## config.mk

```make
export PLATFORM = sky130hd
export DESIGN_NAME = bmw_regs
export DESIGN_NICKNAME = d
export VERILOG_FILES = /design/src/bmw_pkg.sv /design/src/bmw_win_if.sv /design/src/bmw_win_cmp.sv /design/src/bmw_regs.sv
export SDC_FILE = /design/constraint.sdc
export NUM_CORES = 1
export LEC_CHECK = 0
export BUFFER_PORTS_ARGS = -buffer_cell sky130_fd_sc_hd__buf_4
export CORE_MARGIN = 2
export CORE_UTILIZATION = 40
export CTS_CLUSTER_DIAMETER = 40
export DETAILED_ROUTE_END_ITERATION = 12
export GPL_ROUTABILITY_DRIVEN = 0
export PLACE_DENSITY = 0.74
export SETUP_SLACK_MARGIN = 0.5
export SKIP_CTS_REPAIR_TIMING = 1
export SYNTH_ARGS = -nofsm -noshare
export SYNTH_HDL_FRONTEND = slang
export SYNTH_SLANG_ARGS = --single-unit
```

## constraint.sdc

```tcl
create_clock -name clock -period 1.89 [get_ports clock]
set_input_delay 0.0945 -clock clock [delete_from_list [all_inputs] [get_ports clock]]
set_output_delay 0.0945 -clock clock [all_outputs]
set_load 0.01 [all_outputs]
```

## src/bmw_pkg.sv

```systemverilog
// Constants for the bridge memory window register bank.
// Assumes a 25 MHz core clock and a plain strobe register port.
//
// Behaviour
// - Memory window top field is writable bits 31:20; low 20 bits taken as ones.
// - Memory requests inside the memory window are forwarded across the bridge.
// - Memory window bottom field is writable bits 15:4; low 20 bits taken as zero.
// - Prefetch bottom bits 3:0 and top bits 19:16 are read-only, value one.
// - Prefetch bottom field bits 15:4 is writable address 31:20, resets to zero.
// - Prefetch top field bits 31:20 is writable address 31:20, resets to zero.
// - Separate writable word holds prefetch bottom address bits 63:32, resets zero.
// - 64-bit prefetch bottom joins upper word and low field; reads and writes forwarded.
// - 64-bit prefetch top joins its upper word and top field likewise.
// - Writable word holds prefetch top address bits 63:32, resets to zero.

package bmw_pkg;

	// ----------------------------------------
	// Bus shape
	// ----------------------------------------
	localparam int unsigned REG_ADDR_W = 8;
	localparam int unsigned REG_DATA_W = 32;
	localparam int unsigned MEM_ADDR_W = 64;

	// ----------------------------------------
	// Register byte offsets
	// ----------------------------------------
	localparam logic [7:0] OFF_MEM_WIN     = 8'h20;
	localparam logic [7:0] OFF_PREF_LOW    = 8'h24;
	localparam logic [7:0] OFF_PREF_BOT_HI = 8'h28;
	localparam logic [7:0] OFF_PREF_TOP_HI = 8'h2C;

	// ----------------------------------------
	// Field positions
	// ----------------------------------------
	localparam int unsigned FIELD_W     = 12;
	localparam int unsigned CAP_W       = 4;
	localparam int unsigned LOW_W       = 20;
	localparam int unsigned BOT_LSB     = 4;
	localparam int unsigned BOT_MSB     = 15;
	localparam int unsigned TOP_LSB     = 20;
	localparam int unsigned TOP_MSB     = 31;
	localparam int unsigned BOT_CAP_LSB = 0;
	localparam int unsigned TOP_CAP_LSB = 16;

	// ----------------------------------------
	// Reset and fixed values
	// ----------------------------------------
	localparam logic [11:0] FIELD_RST = 12'h000;
	localparam logic [31:0] UPPER_RST = 32'h0000_0000;
	localparam logic [3:0]  CAP_64    = 4'h1;
	localparam logic [3:0]  RSVD_4    = 4'h0;
	localparam logic [19:0] LOW_ZERO  = 20'h0_0000;
	localparam logic [19:0] LOW_ONES  = 20'hF_FFFF;
	localparam logic [31:0] HIGH_ZERO = 32'h0000_0000;
	localparam logic [31:0] READ_IDLE = 32'h0000_0000;

endpackage

```

## src/bmw_win_if.sv

```systemverilog
// Interface joining the register bank to one window comparator.
// Assumes the bank drives bounds and address, the comparator answers.
`timescale 1ns/1ps
`default_nettype none

interface bmw_win_if;

	logic [63:0] bottom;
	logic [63:0] top;
	logic [63:0] addr;
	logic        hit;

	modport cmp (
		input  bottom,
		input  top,
		input  addr,
		output hit
	);

	modport user (
		output bottom,
		output top,
		output addr,
		input  hit
	);

endinterface

`default_nettype wire

```

## src/bmw_win_cmp.sv

```systemverilog
// Inclusive address window comparator.
// Assumes bounds are stable register values; purely combinational.
`timescale 1ns/1ps
`default_nettype none

module bmw_win_cmp (
	bmw_win_if.cmp win
);

	// ----------------------------------------
	// Range check
	// ----------------------------------------
	wire logic open_w;
	wire logic above_w;
	wire logic below_w;

	// Bottom above top leaves the window closed
	assign open_w  = win.bottom <= win.top;
	assign above_w = win.addr >= win.bottom;
	assign below_w = win.addr <= win.top;
	assign win.hit = open_w & above_w & below_w;

endmodule

`default_nettype wire

```

## src/bmw_regs.sv

```systemverilog
// Bridge memory window registers with forwarding decision.
// Assumes register port and requests on the same core clock.
`timescale 1ns/1ps
`default_nettype none

module bmw_regs (
	input  wire logic                             clock,
	input  wire logic                             resetn,
	input  wire logic [bmw_pkg::REG_ADDR_W-1:0]   reg_addr,
	input  wire logic [bmw_pkg::REG_DATA_W-1:0]   reg_wdata,
	input  wire logic                             reg_wr,
	input  wire logic                             reg_rd,
	output var  logic [bmw_pkg::REG_DATA_W-1:0]   reg_rdata,
	input  wire logic                             req_valid,
	input  wire logic                             req_is_mem,
	input  wire logic [bmw_pkg::MEM_ADDR_W-1:0]   req_addr,
	output var  logic                             fwd_valid,
	output var  logic                             fwd_mem,
	output var  logic                             fwd_pref,
	output var  logic [bmw_pkg::MEM_ADDR_W-1:0]   fwd_addr,
	output var  logic [bmw_pkg::MEM_ADDR_W-1:0]   mem_bottom,
	output var  logic [bmw_pkg::MEM_ADDR_W-1:0]   mem_top,
	output var  logic [bmw_pkg::MEM_ADDR_W-1:0]   pref_bottom,
	output var  logic [bmw_pkg::MEM_ADDR_W-1:0]   pref_top
);

	import bmw_pkg::*;

	// ----------------------------------------
	// Register state
	// ----------------------------------------
	logic [FIELD_W-1:0] mem_bot_reg;
	logic [FIELD_W-1:0] mem_top_reg;
	logic [FIELD_W-1:0] pref_bot_reg;
	logic [FIELD_W-1:0] pref_top_reg;
	logic [31:0]        pref_bot_hi_reg;
	logic [31:0]        pref_top_hi_reg;
	logic [31:0]        rdata_reg;
	logic [31:0]        rdata_next;

	// ----------------------------------------
	// Forwarding pipeline state
	// ----------------------------------------
	logic               fwd_valid_reg;
	logic               fwd_mem_reg;
	logic               fwd_pref_reg;
	logic [63:0]        fwd_addr_reg;
	logic               fwd_mem_next;
	logic               fwd_pref_next;

	// ----------------------------------------
	// Expanded window bounds
	// ----------------------------------------
	logic [63:0]        mem_bottom_reg;
	logic [63:0]        mem_top_reg64;
	logic [63:0]        pref_bottom_reg;
	logic [63:0]        pref_top_reg64;
	wire logic [63:0]   mem_bottom_next;
	wire logic [63:0]   mem_top_next;
	wire logic [63:0]   pref_bottom_next;
	wire logic [63:0]   pref_top_next;

	// ----------------------------------------
	// Address decode
	// ----------------------------------------
	wire logic sel_mem_win;
	wire logic sel_pref_low;
	wire logic sel_bot_hi;
	wire logic sel_top_hi;
	wire logic sel_any;
	wire logic wr_mem_win;
	wire logic wr_pref_low;
	wire logic wr_bot_hi;
	wire logic wr_top_hi;

	assign sel_mem_win  = reg_addr == OFF_MEM_WIN;
	assign sel_pref_low = reg_addr == OFF_PREF_LOW;
	assign sel_bot_hi   = reg_addr == OFF_PREF_BOT_HI;
	assign sel_top_hi   = reg_addr == OFF_PREF_TOP_HI;
	assign sel_any      = sel_mem_win | sel_pref_low | sel_bot_hi | sel_top_hi;

	assign wr_mem_win   = reg_wr & sel_mem_win;
	assign wr_pref_low  = reg_wr & sel_pref_low;
	assign wr_bot_hi    = reg_wr & sel_bot_hi;
	assign wr_top_hi    = reg_wr & sel_top_hi;

	// ----------------------------------------
	// Write data fields
	// ----------------------------------------
	wire logic [FIELD_W-1:0] wd_bot_field;
	wire logic [FIELD_W-1:0] wd_top_field;

	assign wd_bot_field = reg_wdata[BOT_MSB:BOT_LSB];
	assign wd_top_field = reg_wdata[TOP_MSB:TOP_LSB];

	// ----------------------------------------
	// Memory window bottom
	// ----------------------------------------
	always_ff @(posedge clock or negedge resetn) begin
		if (!resetn) begin
			mem_bot_reg <= FIELD_RST;
		end else if (wr_mem_win) begin
			mem_bot_reg <= wd_bot_field;
		end
	end

	// ----------------------------------------
	// Memory window top
	// ----------------------------------------
	always_ff @(posedge clock or negedge resetn) begin
		if (!resetn) begin
			mem_top_reg <= FIELD_RST;
		end else if (wr_mem_win) begin
			mem_top_reg <= wd_top_field;
		end
	end

	// ----------------------------------------
	// Prefetch window bottom, low field
	// ----------------------------------------
	always_ff @(posedge clock or negedge resetn) begin
		if (!resetn) begin
			pref_bot_reg <= FIELD_RST;
		end else if (wr_pref_low) begin
			pref_bot_reg <= wd_bot_field;
		end
	end

	// ----------------------------------------
	// Prefetch window top, low field
	// ----------------------------------------
	always_ff @(posedge clock or negedge resetn) begin
		if (!resetn) begin
			pref_top_reg <= FIELD_RST;
		end else if (wr_pref_low) begin
			pref_top_reg <= wd_top_field;
		end
	end

	// ----------------------------------------
	// Prefetch window bottom, upper word
	// ----------------------------------------
	always_ff @(posedge clock or negedge resetn) begin
		if (!resetn) begin
			pref_bot_hi_reg <= UPPER_RST;
		end else if (wr_bot_hi) begin
			pref_bot_hi_reg <= reg_wdata;
		end
	end

	// ----------------------------------------
	// Prefetch window top, upper word
	// ----------------------------------------
	always_ff @(posedge clock or negedge resetn) begin
		if (!resetn) begin
			pref_top_hi_reg <= UPPER_RST;
		end else if (wr_top_hi) begin
			pref_top_hi_reg <= reg_wdata;
		end
	end

	// ----------------------------------------
	// Read words
	// ----------------------------------------
	wire logic [31:0] rd_mem_win;
	wire logic [31:0] rd_pref_low;

	// Reserved nibbles read zero, writes to them dropped
	assign rd_mem_win  = {mem_top_reg, RSVD_4, mem_bot_reg, RSVD_4};
	// Capability nibbles are constants, never stored
	assign rd_pref_low = {pref_top_reg, CAP_64, pref_bot_reg, CAP_64};

	// ----------------------------------------
	// Read data, valid the cycle after the strobe
	// ----------------------------------------
	always_comb begin
		rdata_next = READ_IDLE;
		if (reg_rd && sel_any) begin
			case (1'b1)
				sel_mem_win:  rdata_next = rd_mem_win;
				sel_pref_low: rdata_next = rd_pref_low;
				sel_bot_hi:   rdata_next = pref_bot_hi_reg;
				sel_top_hi:   rdata_next = pref_top_hi_reg;
				default:      rdata_next = READ_IDLE;
			endcase
		end
	end

	always_ff @(posedge clock or negedge resetn) begin
		if (!resetn) begin
			rdata_reg <= READ_IDLE;
		end else begin
			rdata_reg <= rdata_next;
		end
	end

	assign reg_rdata = rdata_reg;

	// ----------------------------------------
	// Window bounds in full width
	// ----------------------------------------
	assign mem_bottom_next  = {HIGH_ZERO, mem_bot_reg, LOW_ZERO};
	assign mem_top_next     = {HIGH_ZERO, mem_top_reg, LOW_ONES};
	assign pref_bottom_next = {pref_bot_hi_reg, pref_bot_reg, LOW_ZERO};
	assign pref_top_next    = {pref_top_hi_reg, pref_top_reg, LOW_ONES};

	// Bound outputs lag the fields by one cycle
	always_ff @(posedge clock or negedge resetn) begin
		if (!resetn) begin
			mem_bottom_reg <= {HIGH_ZERO, FIELD_RST, LOW_ZERO};
		end else begin
			mem_bottom_reg <= mem_bottom_next;
		end
	end

	always_ff @(posedge clock or negedge resetn) begin
		if (!resetn) begin
			mem_top_reg64 <= {HIGH_ZERO, FIELD_RST, LOW_ONES};
		end else begin
			mem_top_reg64 <= mem_top_next;
		end
	end

	always_ff @(posedge clock or negedge resetn) begin
		if (!resetn) begin
			pref_bottom_reg <= {UPPER_RST, FIELD_RST, LOW_ZERO};
		end else begin
			pref_bottom_reg <= pref_bottom_next;
		end
	end

	always_ff @(posedge clock or negedge resetn) begin
		if (!resetn) begin
			pref_top_reg64 <= {UPPER_RST, FIELD_RST, LOW_ONES};
		end else begin
			pref_top_reg64 <= pref_top_next;
		end
	end

	assign mem_bottom  = mem_bottom_reg;
	assign mem_top     = mem_top_reg64;
	assign pref_bottom = pref_bottom_reg;
	assign pref_top    = pref_top_reg64;

	// ----------------------------------------
	// Window comparators
	// ----------------------------------------
	bmw_win_if win_mem ();
	bmw_win_if win_pref ();

	// Compare against live fields so a write steers the next request
	assign win_mem.bottom  = mem_bottom_next;
	assign win_mem.top     = mem_top_next;
	assign win_mem.addr    = req_addr;
	assign win_pref.bottom = pref_bottom_next;
	assign win_pref.top    = pref_top_next;
	assign win_pref.addr   = req_addr;

	bmw_win_cmp u_cmp_mem (
		.win (win_mem.cmp)
	);

	bmw_win_cmp u_cmp_pref (
		.win (win_pref.cmp)
	);

	// ----------------------------------------
	// Forwarding decision
	// ----------------------------------------
	// Reads and writes alike; only memory requests qualify
	assign fwd_mem_next  = req_valid & req_is_mem & win_mem.hit;
	assign fwd_pref_next = req_valid & req_is_mem & win_pref.hit;

	always_ff @(posedge clock or negedge resetn) begin
		if (!resetn) begin
			fwd_valid_reg <= 1'b0;
		end else begin
			fwd_valid_reg <= req_valid;
		end
	end

	always_ff @(posedge clock or negedge resetn) begin
		if (!resetn) begin
			fwd_mem_reg  <= 1'b0;
			fwd_pref_reg <= 1'b0;
		end else begin
			fwd_mem_reg  <= fwd_mem_next;
			fwd_pref_reg <= fwd_pref_next;
		end
	end

	always_ff @(posedge clock or negedge resetn) begin
		if (!resetn) begin
			fwd_addr_reg <= {HIGH_ZERO, HIGH_ZERO};
		end else if (req_valid) begin
			fwd_addr_reg <= req_addr;
		end
	end

	assign fwd_valid = fwd_valid_reg;
	assign fwd_mem   = fwd_mem_reg;
	assign fwd_pref  = fwd_pref_reg;
	assign fwd_addr  = fwd_addr_reg;

endmodule

`default_nettype wire

```

==> results.txt, run 1 <==
TritonCTS buffer count - 52
Max Clk Rate - 431 MHz
WHS - -8.05 ps
Die Wd - 205 um
Flops & latches, synth - 323
Fillers - 3046
Synth Area in Compound Gates - 7.72%
Max_cap viols - 0
Critical Path Slowest Stage Cell - o21ai_0
Violated checks - hold timing, setup timing
CP dominant cell by count - a211oi_2
Commonest non-fill, non-tap cell in the layout - buf_4
H-Tree Level Count - 2
Final hold vios - 1
Pre-CTS WS - -621 ps
VDD IR max - 0.673 mV
Row count - 73
Initial DRC Count - 957
Worst endpoint required time - 2340 ps
First-pass GRT wire length - 81400 um
Routed WL - 57300 um
Synth Area in XOR/XNOR - 0%
Crit path time final - 2320 ps
Slew HR - 33.4%
Clk sinks - 323
Critical path type - reg2reg
EDFF count, synth - 0
Initial Util - 40.6%
Max-slew violations - 0
Commonest non-fill, non-tap cells in the layout - buf_4 (586), dfrtp_1 (322), ha_1 (151)
Worst skew pair latency - 590 ps
Skew final - 19.7 ps
Crit-path leading delay family - compound AO/OA/AOI/OAI gates
Port bufs - 320
Finished Cell Area - 0.0241 sq mm
Max FFs per register - 64
Worst setup EP type - register
Async S/R FF share, synth - 100%
Synth-to-layout area growth - 48.9%
Drt first pass iters - 6
Top cell type's share of synthesized area - 50.0%
Clk slew on worst S/H paths - 60 ps
Via count - 13800
Main combinational cell family by area after synthesis - adder cells
Avg Cell Area, Syn - 11.7 sq um
Crit path max fanout - 3
Worst min-delay path class - in2reg
Crit-path cells - inv_1 > ha_4 > nand2_1 > o21ai_0 > nor2b_1 > o31ai_2 > a211oi_2 > a211oi_2 > a2111oi_2
Total die area - 0.0420 sq mm
I/O Pins - 465
Vias in the first global route - 13700
ANT nets after route - 0
Synth cell types - 51
Pwr dens - 859 mW/mm^2
Mapped Cells - 1382
Yosys warns - 0
Post-synthesis adder-cell area fraction - 12.9%
Root Buffer - clkbuf_16
Dominant cell type by area after synthesis - dfrtp_1
Share of post-route cells with drive strength above 1 - 43.4%
Crit start category - register
Avg Vias per Cell - 5.14
WP buf/inv - 1
Top FF cell, synth - dfrtp_1
Placement Cell Area - 0.0208 sq mm
R2R Setup Slk - -430 ps
DP Wirelength - 42300 um
Initial antenna violation count - 3
Post-Syn Area - 0.0162 sq mm
Synth top area cells - dfrtp_1 (50%), ha_1 (13%), mux2_2 (7.0%)
Register area share after synthesis - 50.0%
Final worst-path cycle share - 123%
Simple-Gate Fraction of Synth Area - 7.43%
PnR worst setup slack - -429 ps
Clock Tree Buf Depth - 3
Worst-margin pin slew - 998 ps
Global route overflow - 0
Fin nets - 2382
Critical Path AT - 2770 ps
Total track usage - 26.0%
Unrepaired setup endpoints after global routing - yes
# setup viols final - 2
DRC Markers - 0
Largest net degree at the start of global routing - 66
Core ar. - 0.0398 sq mm
Outcome - finished, violations left
Mux contribution to synthesized area - 11.6%
Biggest cell delay along the critical path - 550 ps
Drt wl/cell - 21.4 um
TritonCTS clock tree - yes
Chip height - 205 um
LEAKAGE - 0.0121 uW
[metal layers]
| layer | global-route usage [%] | vias up | wire (um) |
|---|---|---|---|
| met5 | 0 | - | 0 |
| met4 | 13.9 | 0 | 3010 |
| met3 | 5.27 | 205 | 4560 |
| met2 | 43.1 | 724 | 27700 |
| met1 | 32.0 | 6800 | 22000 |
| li1 | - | 6043 | - |
[where the power goes]
group | switching [uW] | internal [uW]
sequential | 261 | 7370
clock | 3890 | 5420
combinational | 1880 | 1840
total | 6040 | 14600
[worst paths after layout]
| kind | from | end | depth (start not counted) |
|---|---|---|---|
| max | pref_top_hi_reg[3]$_DFFE_PN0P_ | fwd_pref$_DFF_PN0_ | 9 |
| min | req_addr[46] | fwd_addr[46]$_DFFE_PN0P_ | 4 |
| max reg2reg | pref_top_hi_reg[3]$_DFFE_PN0P_ | fwd_pref$_DFF_PN0_ | 9 |
| min reg2reg | pref_top_reg[3]$_DFFE_PN0P_ | pref_top[23]$_DFF_PN0_ | 0 |
| max in group asynchronous | resetn | fwd_addr[7]$_DFFE_PN0P_ | 3 |
| min in group asynchronous | resetn | fwd_addr[2]$_DFFE_PN0P_ | 2 |
[kinds of logic after synthesis]
| group | after synthesis |
|---|---|
| compound gates | 211 |
| fa+ha+maj | 166 |
| buf+inv | 292 |
| flops | 323 |
| mux | 144 |
| other cells | 2 |
| simple gates | 244 |
[stage by stage]
step,TNS [ps],power (uW),utilization (%),cells
after detailed placement,-3810,11100,52.3,2469
after floorplan,-127,9270,-,1524
after CTS,-664,20400,56.6,2566
after global routing,-660,21500,60.4,2676
final,-451,20700,60.4,2677
after global placement,-2240,10900,52.3,2469
[synth_stat cells, types with 2 or more instances]
master,n
a2111oi_0,3
a211oi_1,8
a21o_1,26
a21oi_1,63
a221oi_1,3
a222oi_1,7
and3_1,17
and4_1,3
buf_1,4
buf_2,7
buf_4,144
buf_6,2
clkbuf_1,22
conb_1,2
dfrtp_1,323
ha_1,166
inv_1,113
mux2_2,101
mux2_4,20
mux2i_1,6
mux4_2,17
nand2_1,102
nand2b_1,3
nand3_1,15
nand4_1,32
nor2_1,32
nor2b_1,4
nor3_1,8
nor4_1,16
o21ai_0,87
o31ai_1,4
or3_1,3
[final cells by class]
class                           count  area, sq um  share of cell area, %
Multi-Input combinational cell    909         7410                   30.8
Antenna cell                        3         7.51                 0.0312
Inverter                          113          424                   1.76
Sequential cell                   323         8080                   33.6
Clock buffer                       58         1370                   5.67
Clock inverter                     39          349                   1.45
Tap cell                          525          657                   2.73
Timing Repair Buffer              707         5760                   24.0
[worst min-delay path, delay by kind of cell]
family,cells,cell delay (ps)
buffers and inverters,3,310
muxes,1,120
Power figures use the tool's default switching activity.
==> inputs of run 2 (changes only) <==
==> constraint.sdc (replaced) <==
create_clock -name clock -period 1.89 [get_ports clock]
set_input_delay 0.567 -clock clock [delete_from_list [all_inputs] [get_ports clock]]
set_output_delay 0.567 -clock clock [all_outputs]
set_load 0.01 [all_outputs]
==> run 2 against run 1 <==
The flow finishes with violations (setup timing). Worst hold slack better by 200 ps. Via count fell by 0.35%. Wire length increased by 6.4%. Combinational power increased by 2%. Utilization grew 2.3 points. Worst setup slack got worse by 110 ps. Fmax fell by 4.5%. Critical endpoint unchanged. Sequential power increased by 0.8%. Highest routed layer is now met5. Clock-buffer cell count down 1. Clock skew is 4.2 ps higher. First-iteration DRC count up 14%. Non-clock buffer count fell by 80.
==> results.txt, run 2 (synthesis results as in run 1) <==
Reg-to-Reg Start - pref_bot_hi_reg[27]$_DFFE_PN0P_
Synth-to-layout area growth - 54.7%
ANT nets after route - 0 (unchanged)
Commonest non-fill, non-tap cell in the layout - buf_4
Total die area - 0.0420 sq mm (unchanged)
WHS - 189 ps (+197 ps)
Avg Vias per Cell - 5.30 (+3.0%)
Worst endpoint required time - 2370 ps (+30 ps)
Slew HR - 49.0% (+16 points)
Global route overflow - 0 (unchanged)
Fin nets - 2298 (-3.5%)
LEAKAGE - 0.0126 uW (+4.1%)
First-pass GRT wire length - 80600 um (-1.0%)
H-Tree Level Count - 2 (unchanged)
Clock Tree Buf Depth - 3 (unchanged)
Worst hold path depth - 3 (-1)
Max Clk Rate - 412 MHz (-4.5%)
Port bufs - 320 (unchanged)
Setup_tns - -1420 ps (-967 ps)
VDD IR max - 0.605 mV (-10%)
Worst skew pair latency - 600 ps (about the same)
Max FFs per register - 64 (unchanged)
DP Wirelength - 42700 um (+0.99%)
Share of post-route cells with drive strength above 1 - 49.7% (+6.3 points)
Total power - 20900 uW (+0.97%)
R2R Path End - fwd_pref$_DFF_PN0_
Skew final - 23.9 ps (+4.19 ps)
Largest net degree at the start of global routing - 66 (unchanged)
Clk slew on worst S/H paths - 60 ps (about the same)
Final worst-path cycle share - 128% (+5.7 points)
Placed cells - 2460 (-0.36%)
Critical path type - reg2reg
Row count - 73 (unchanged)
Violated checks - setup timing
I/O Pins - 465 (unchanged)
Initial Util - 40.6% (unchanged)
TritonCTS buffer count - 48 (-7.7%)
Drt wl/cell - 23.5 um (+10%)
Total track usage - 25.9% (-0.15 points)
Crit path max fanout - 3 (unchanged)
# setup viols final - 27 (+25)
Core ar. - 0.0398 sq mm (unchanged)
TritonCTS clock tree - yes
Routed WL - 61000 um (+6.4%)
Initial DRC Count - 1092 (+14%)
Root Buffer - clkbuf_16
PnR worst setup slack - -538 ps (-108 ps)
Hold EP - pref_top_hi_reg[0]$_DFFE_PN0P_
R2R Setup Slk - -540 ps (-110 ps)
Final hold vios - 0 (-1)
Fin cells - 2591 (-3.2%)
Clk sinks - 323 (unchanged)
Drt first pass iters - 6 (unchanged)
Outcome - finished, violations left
Cells on worst reg2reg path - 10 (+1)
Max-slew violations - 0 (unchanged)
Die Wd - 205 um (unchanged)
HP Start - reg_wdata[0]
Pwr dens - 835 mW/mm^2 (-2.8%)
Initial antenna violation count - 5 (+2)
Via count - 13700 (-0.35%)
Crit path time final - 2430 ps (+108 ps)
Critical Path AT - 2900 ps (+130 ps)
Chip height - 205 um (unchanged)
Vias in the first global route - 13300 (-2.7%)
Worst min-delay path class - in2reg
Unrepaired setup endpoints after global routing - yes
Commonest non-fill, non-tap cells in the layout - buf_4 (363), dfrtp_1 (322), buf_6 (223)
Crit start category - register
DRC Markers - 0 (unchanged)
Worst-margin pin slew - 766 ps (-233 ps)
Max_cap viols - 0 (unchanged)
Worst setup EP type - register
[run 2: cell count changes in the layout (fill, tap and decap cells not counted), sizes merged]
cell	previous run	this run
dlygate4sd3	96	1
clkbuf	59	71
inv	136	128
bufinv	0	5
clkinvlp	7	4
buf	610	612
diode	3	4
[run 2: layout make-up]
| cell class | instances | area, sq um |
|---|---|---|
| Antenna cell | 4 | 10.0 |
| Clock buffer | 57 | 1290 |
| Clock inverter | 33 | 410 |
| Fill cell | 2962 | 14800 |
| Inverter | 113 | 424 |
| Multi-Input combinational cell | 909 | 8000 |
| Sequential cell | 323 | 8080 |
| Tap cell | 525 | 657 |
| Timing Repair Buffer | 627 | 6100 |
[run 2: through the flow]
| stage | util, % | worst slack, ps | area [sq um] |
|---|---|---|---|
| floorplan | - | -436 | 17100 |
| global placement | 52.7 | -1190 | 21000 |
| detailed placement | 52.7 | -1220 | 21000 |
| CTS | 57.0 | -1260 | 22700 |
| global route | 62.7 | -578 | 25000 |
| finish | 62.7 | -538 | 25000 |
[run 2: worst max-delay path by stage]
stage                               startpoint                         end  slack (ps)  depth (start not counted)
6_report       pref_bot_hi_reg[27]$_DFFE_PN0P_          fwd_pref$_DFF_PN0_        -540                         10
5_1_grt            pref_top_reg[7]$_DFFE_PN0P_          fwd_pref$_DFF_PN0_        -580                          9
4_1_cts            mem_top_reg[11]$_DFFE_PN0P_           fwd_mem$_DFF_PN0_       -1260                         10
3_5_place_dp       mem_top_reg[11]$_DFFE_PN0P_           fwd_mem$_DFF_PN0_       -1220                         10
3_3_place_gp       mem_top_reg[11]$_DFFE_PN0P_           fwd_mem$_DFF_PN0_       -1190                         10
2_1_floorplan                      reg_addr[4]  mem_bot_reg[0]$_DFFE_PN0P_        -440                          6
[run 2: critical path, cell delays in order, from the launching register on]
cell and delay (ps):
dfrtp_1 390, inv_1 70, ha_1 300, nand4_1 250
a21oi_1 290, a2111oi_0 110, buf_4 150, nor2_2 200
a211oi_1 90, buf_4 160, a2111oi_4 290
[run 2: layer usage]
| layer | vias to the layer above | track usage [%] | wire length, um |
|---|---|---|---|
| li1 | 5893 | - | - |
| met1 | 6805 | 31.6 | 22400 |
| met2 | 813 | 42.9 | 29500 |
| met3 | 211 | 6.41 | 5900 |
| met4 | 2 | 12.3 | 3090 |
| met5 | - | 0 | 10 |
[run 2: power by group]
group | internal (uW) | leakage (uW) | switching [uW]
clock network | 5720 | 0.000828 | 3670
logic | 1880 | 0.00796 | 1910
registers | 7370 | 0.00383 | 315
total | 15000 | 0.0126 | 5890
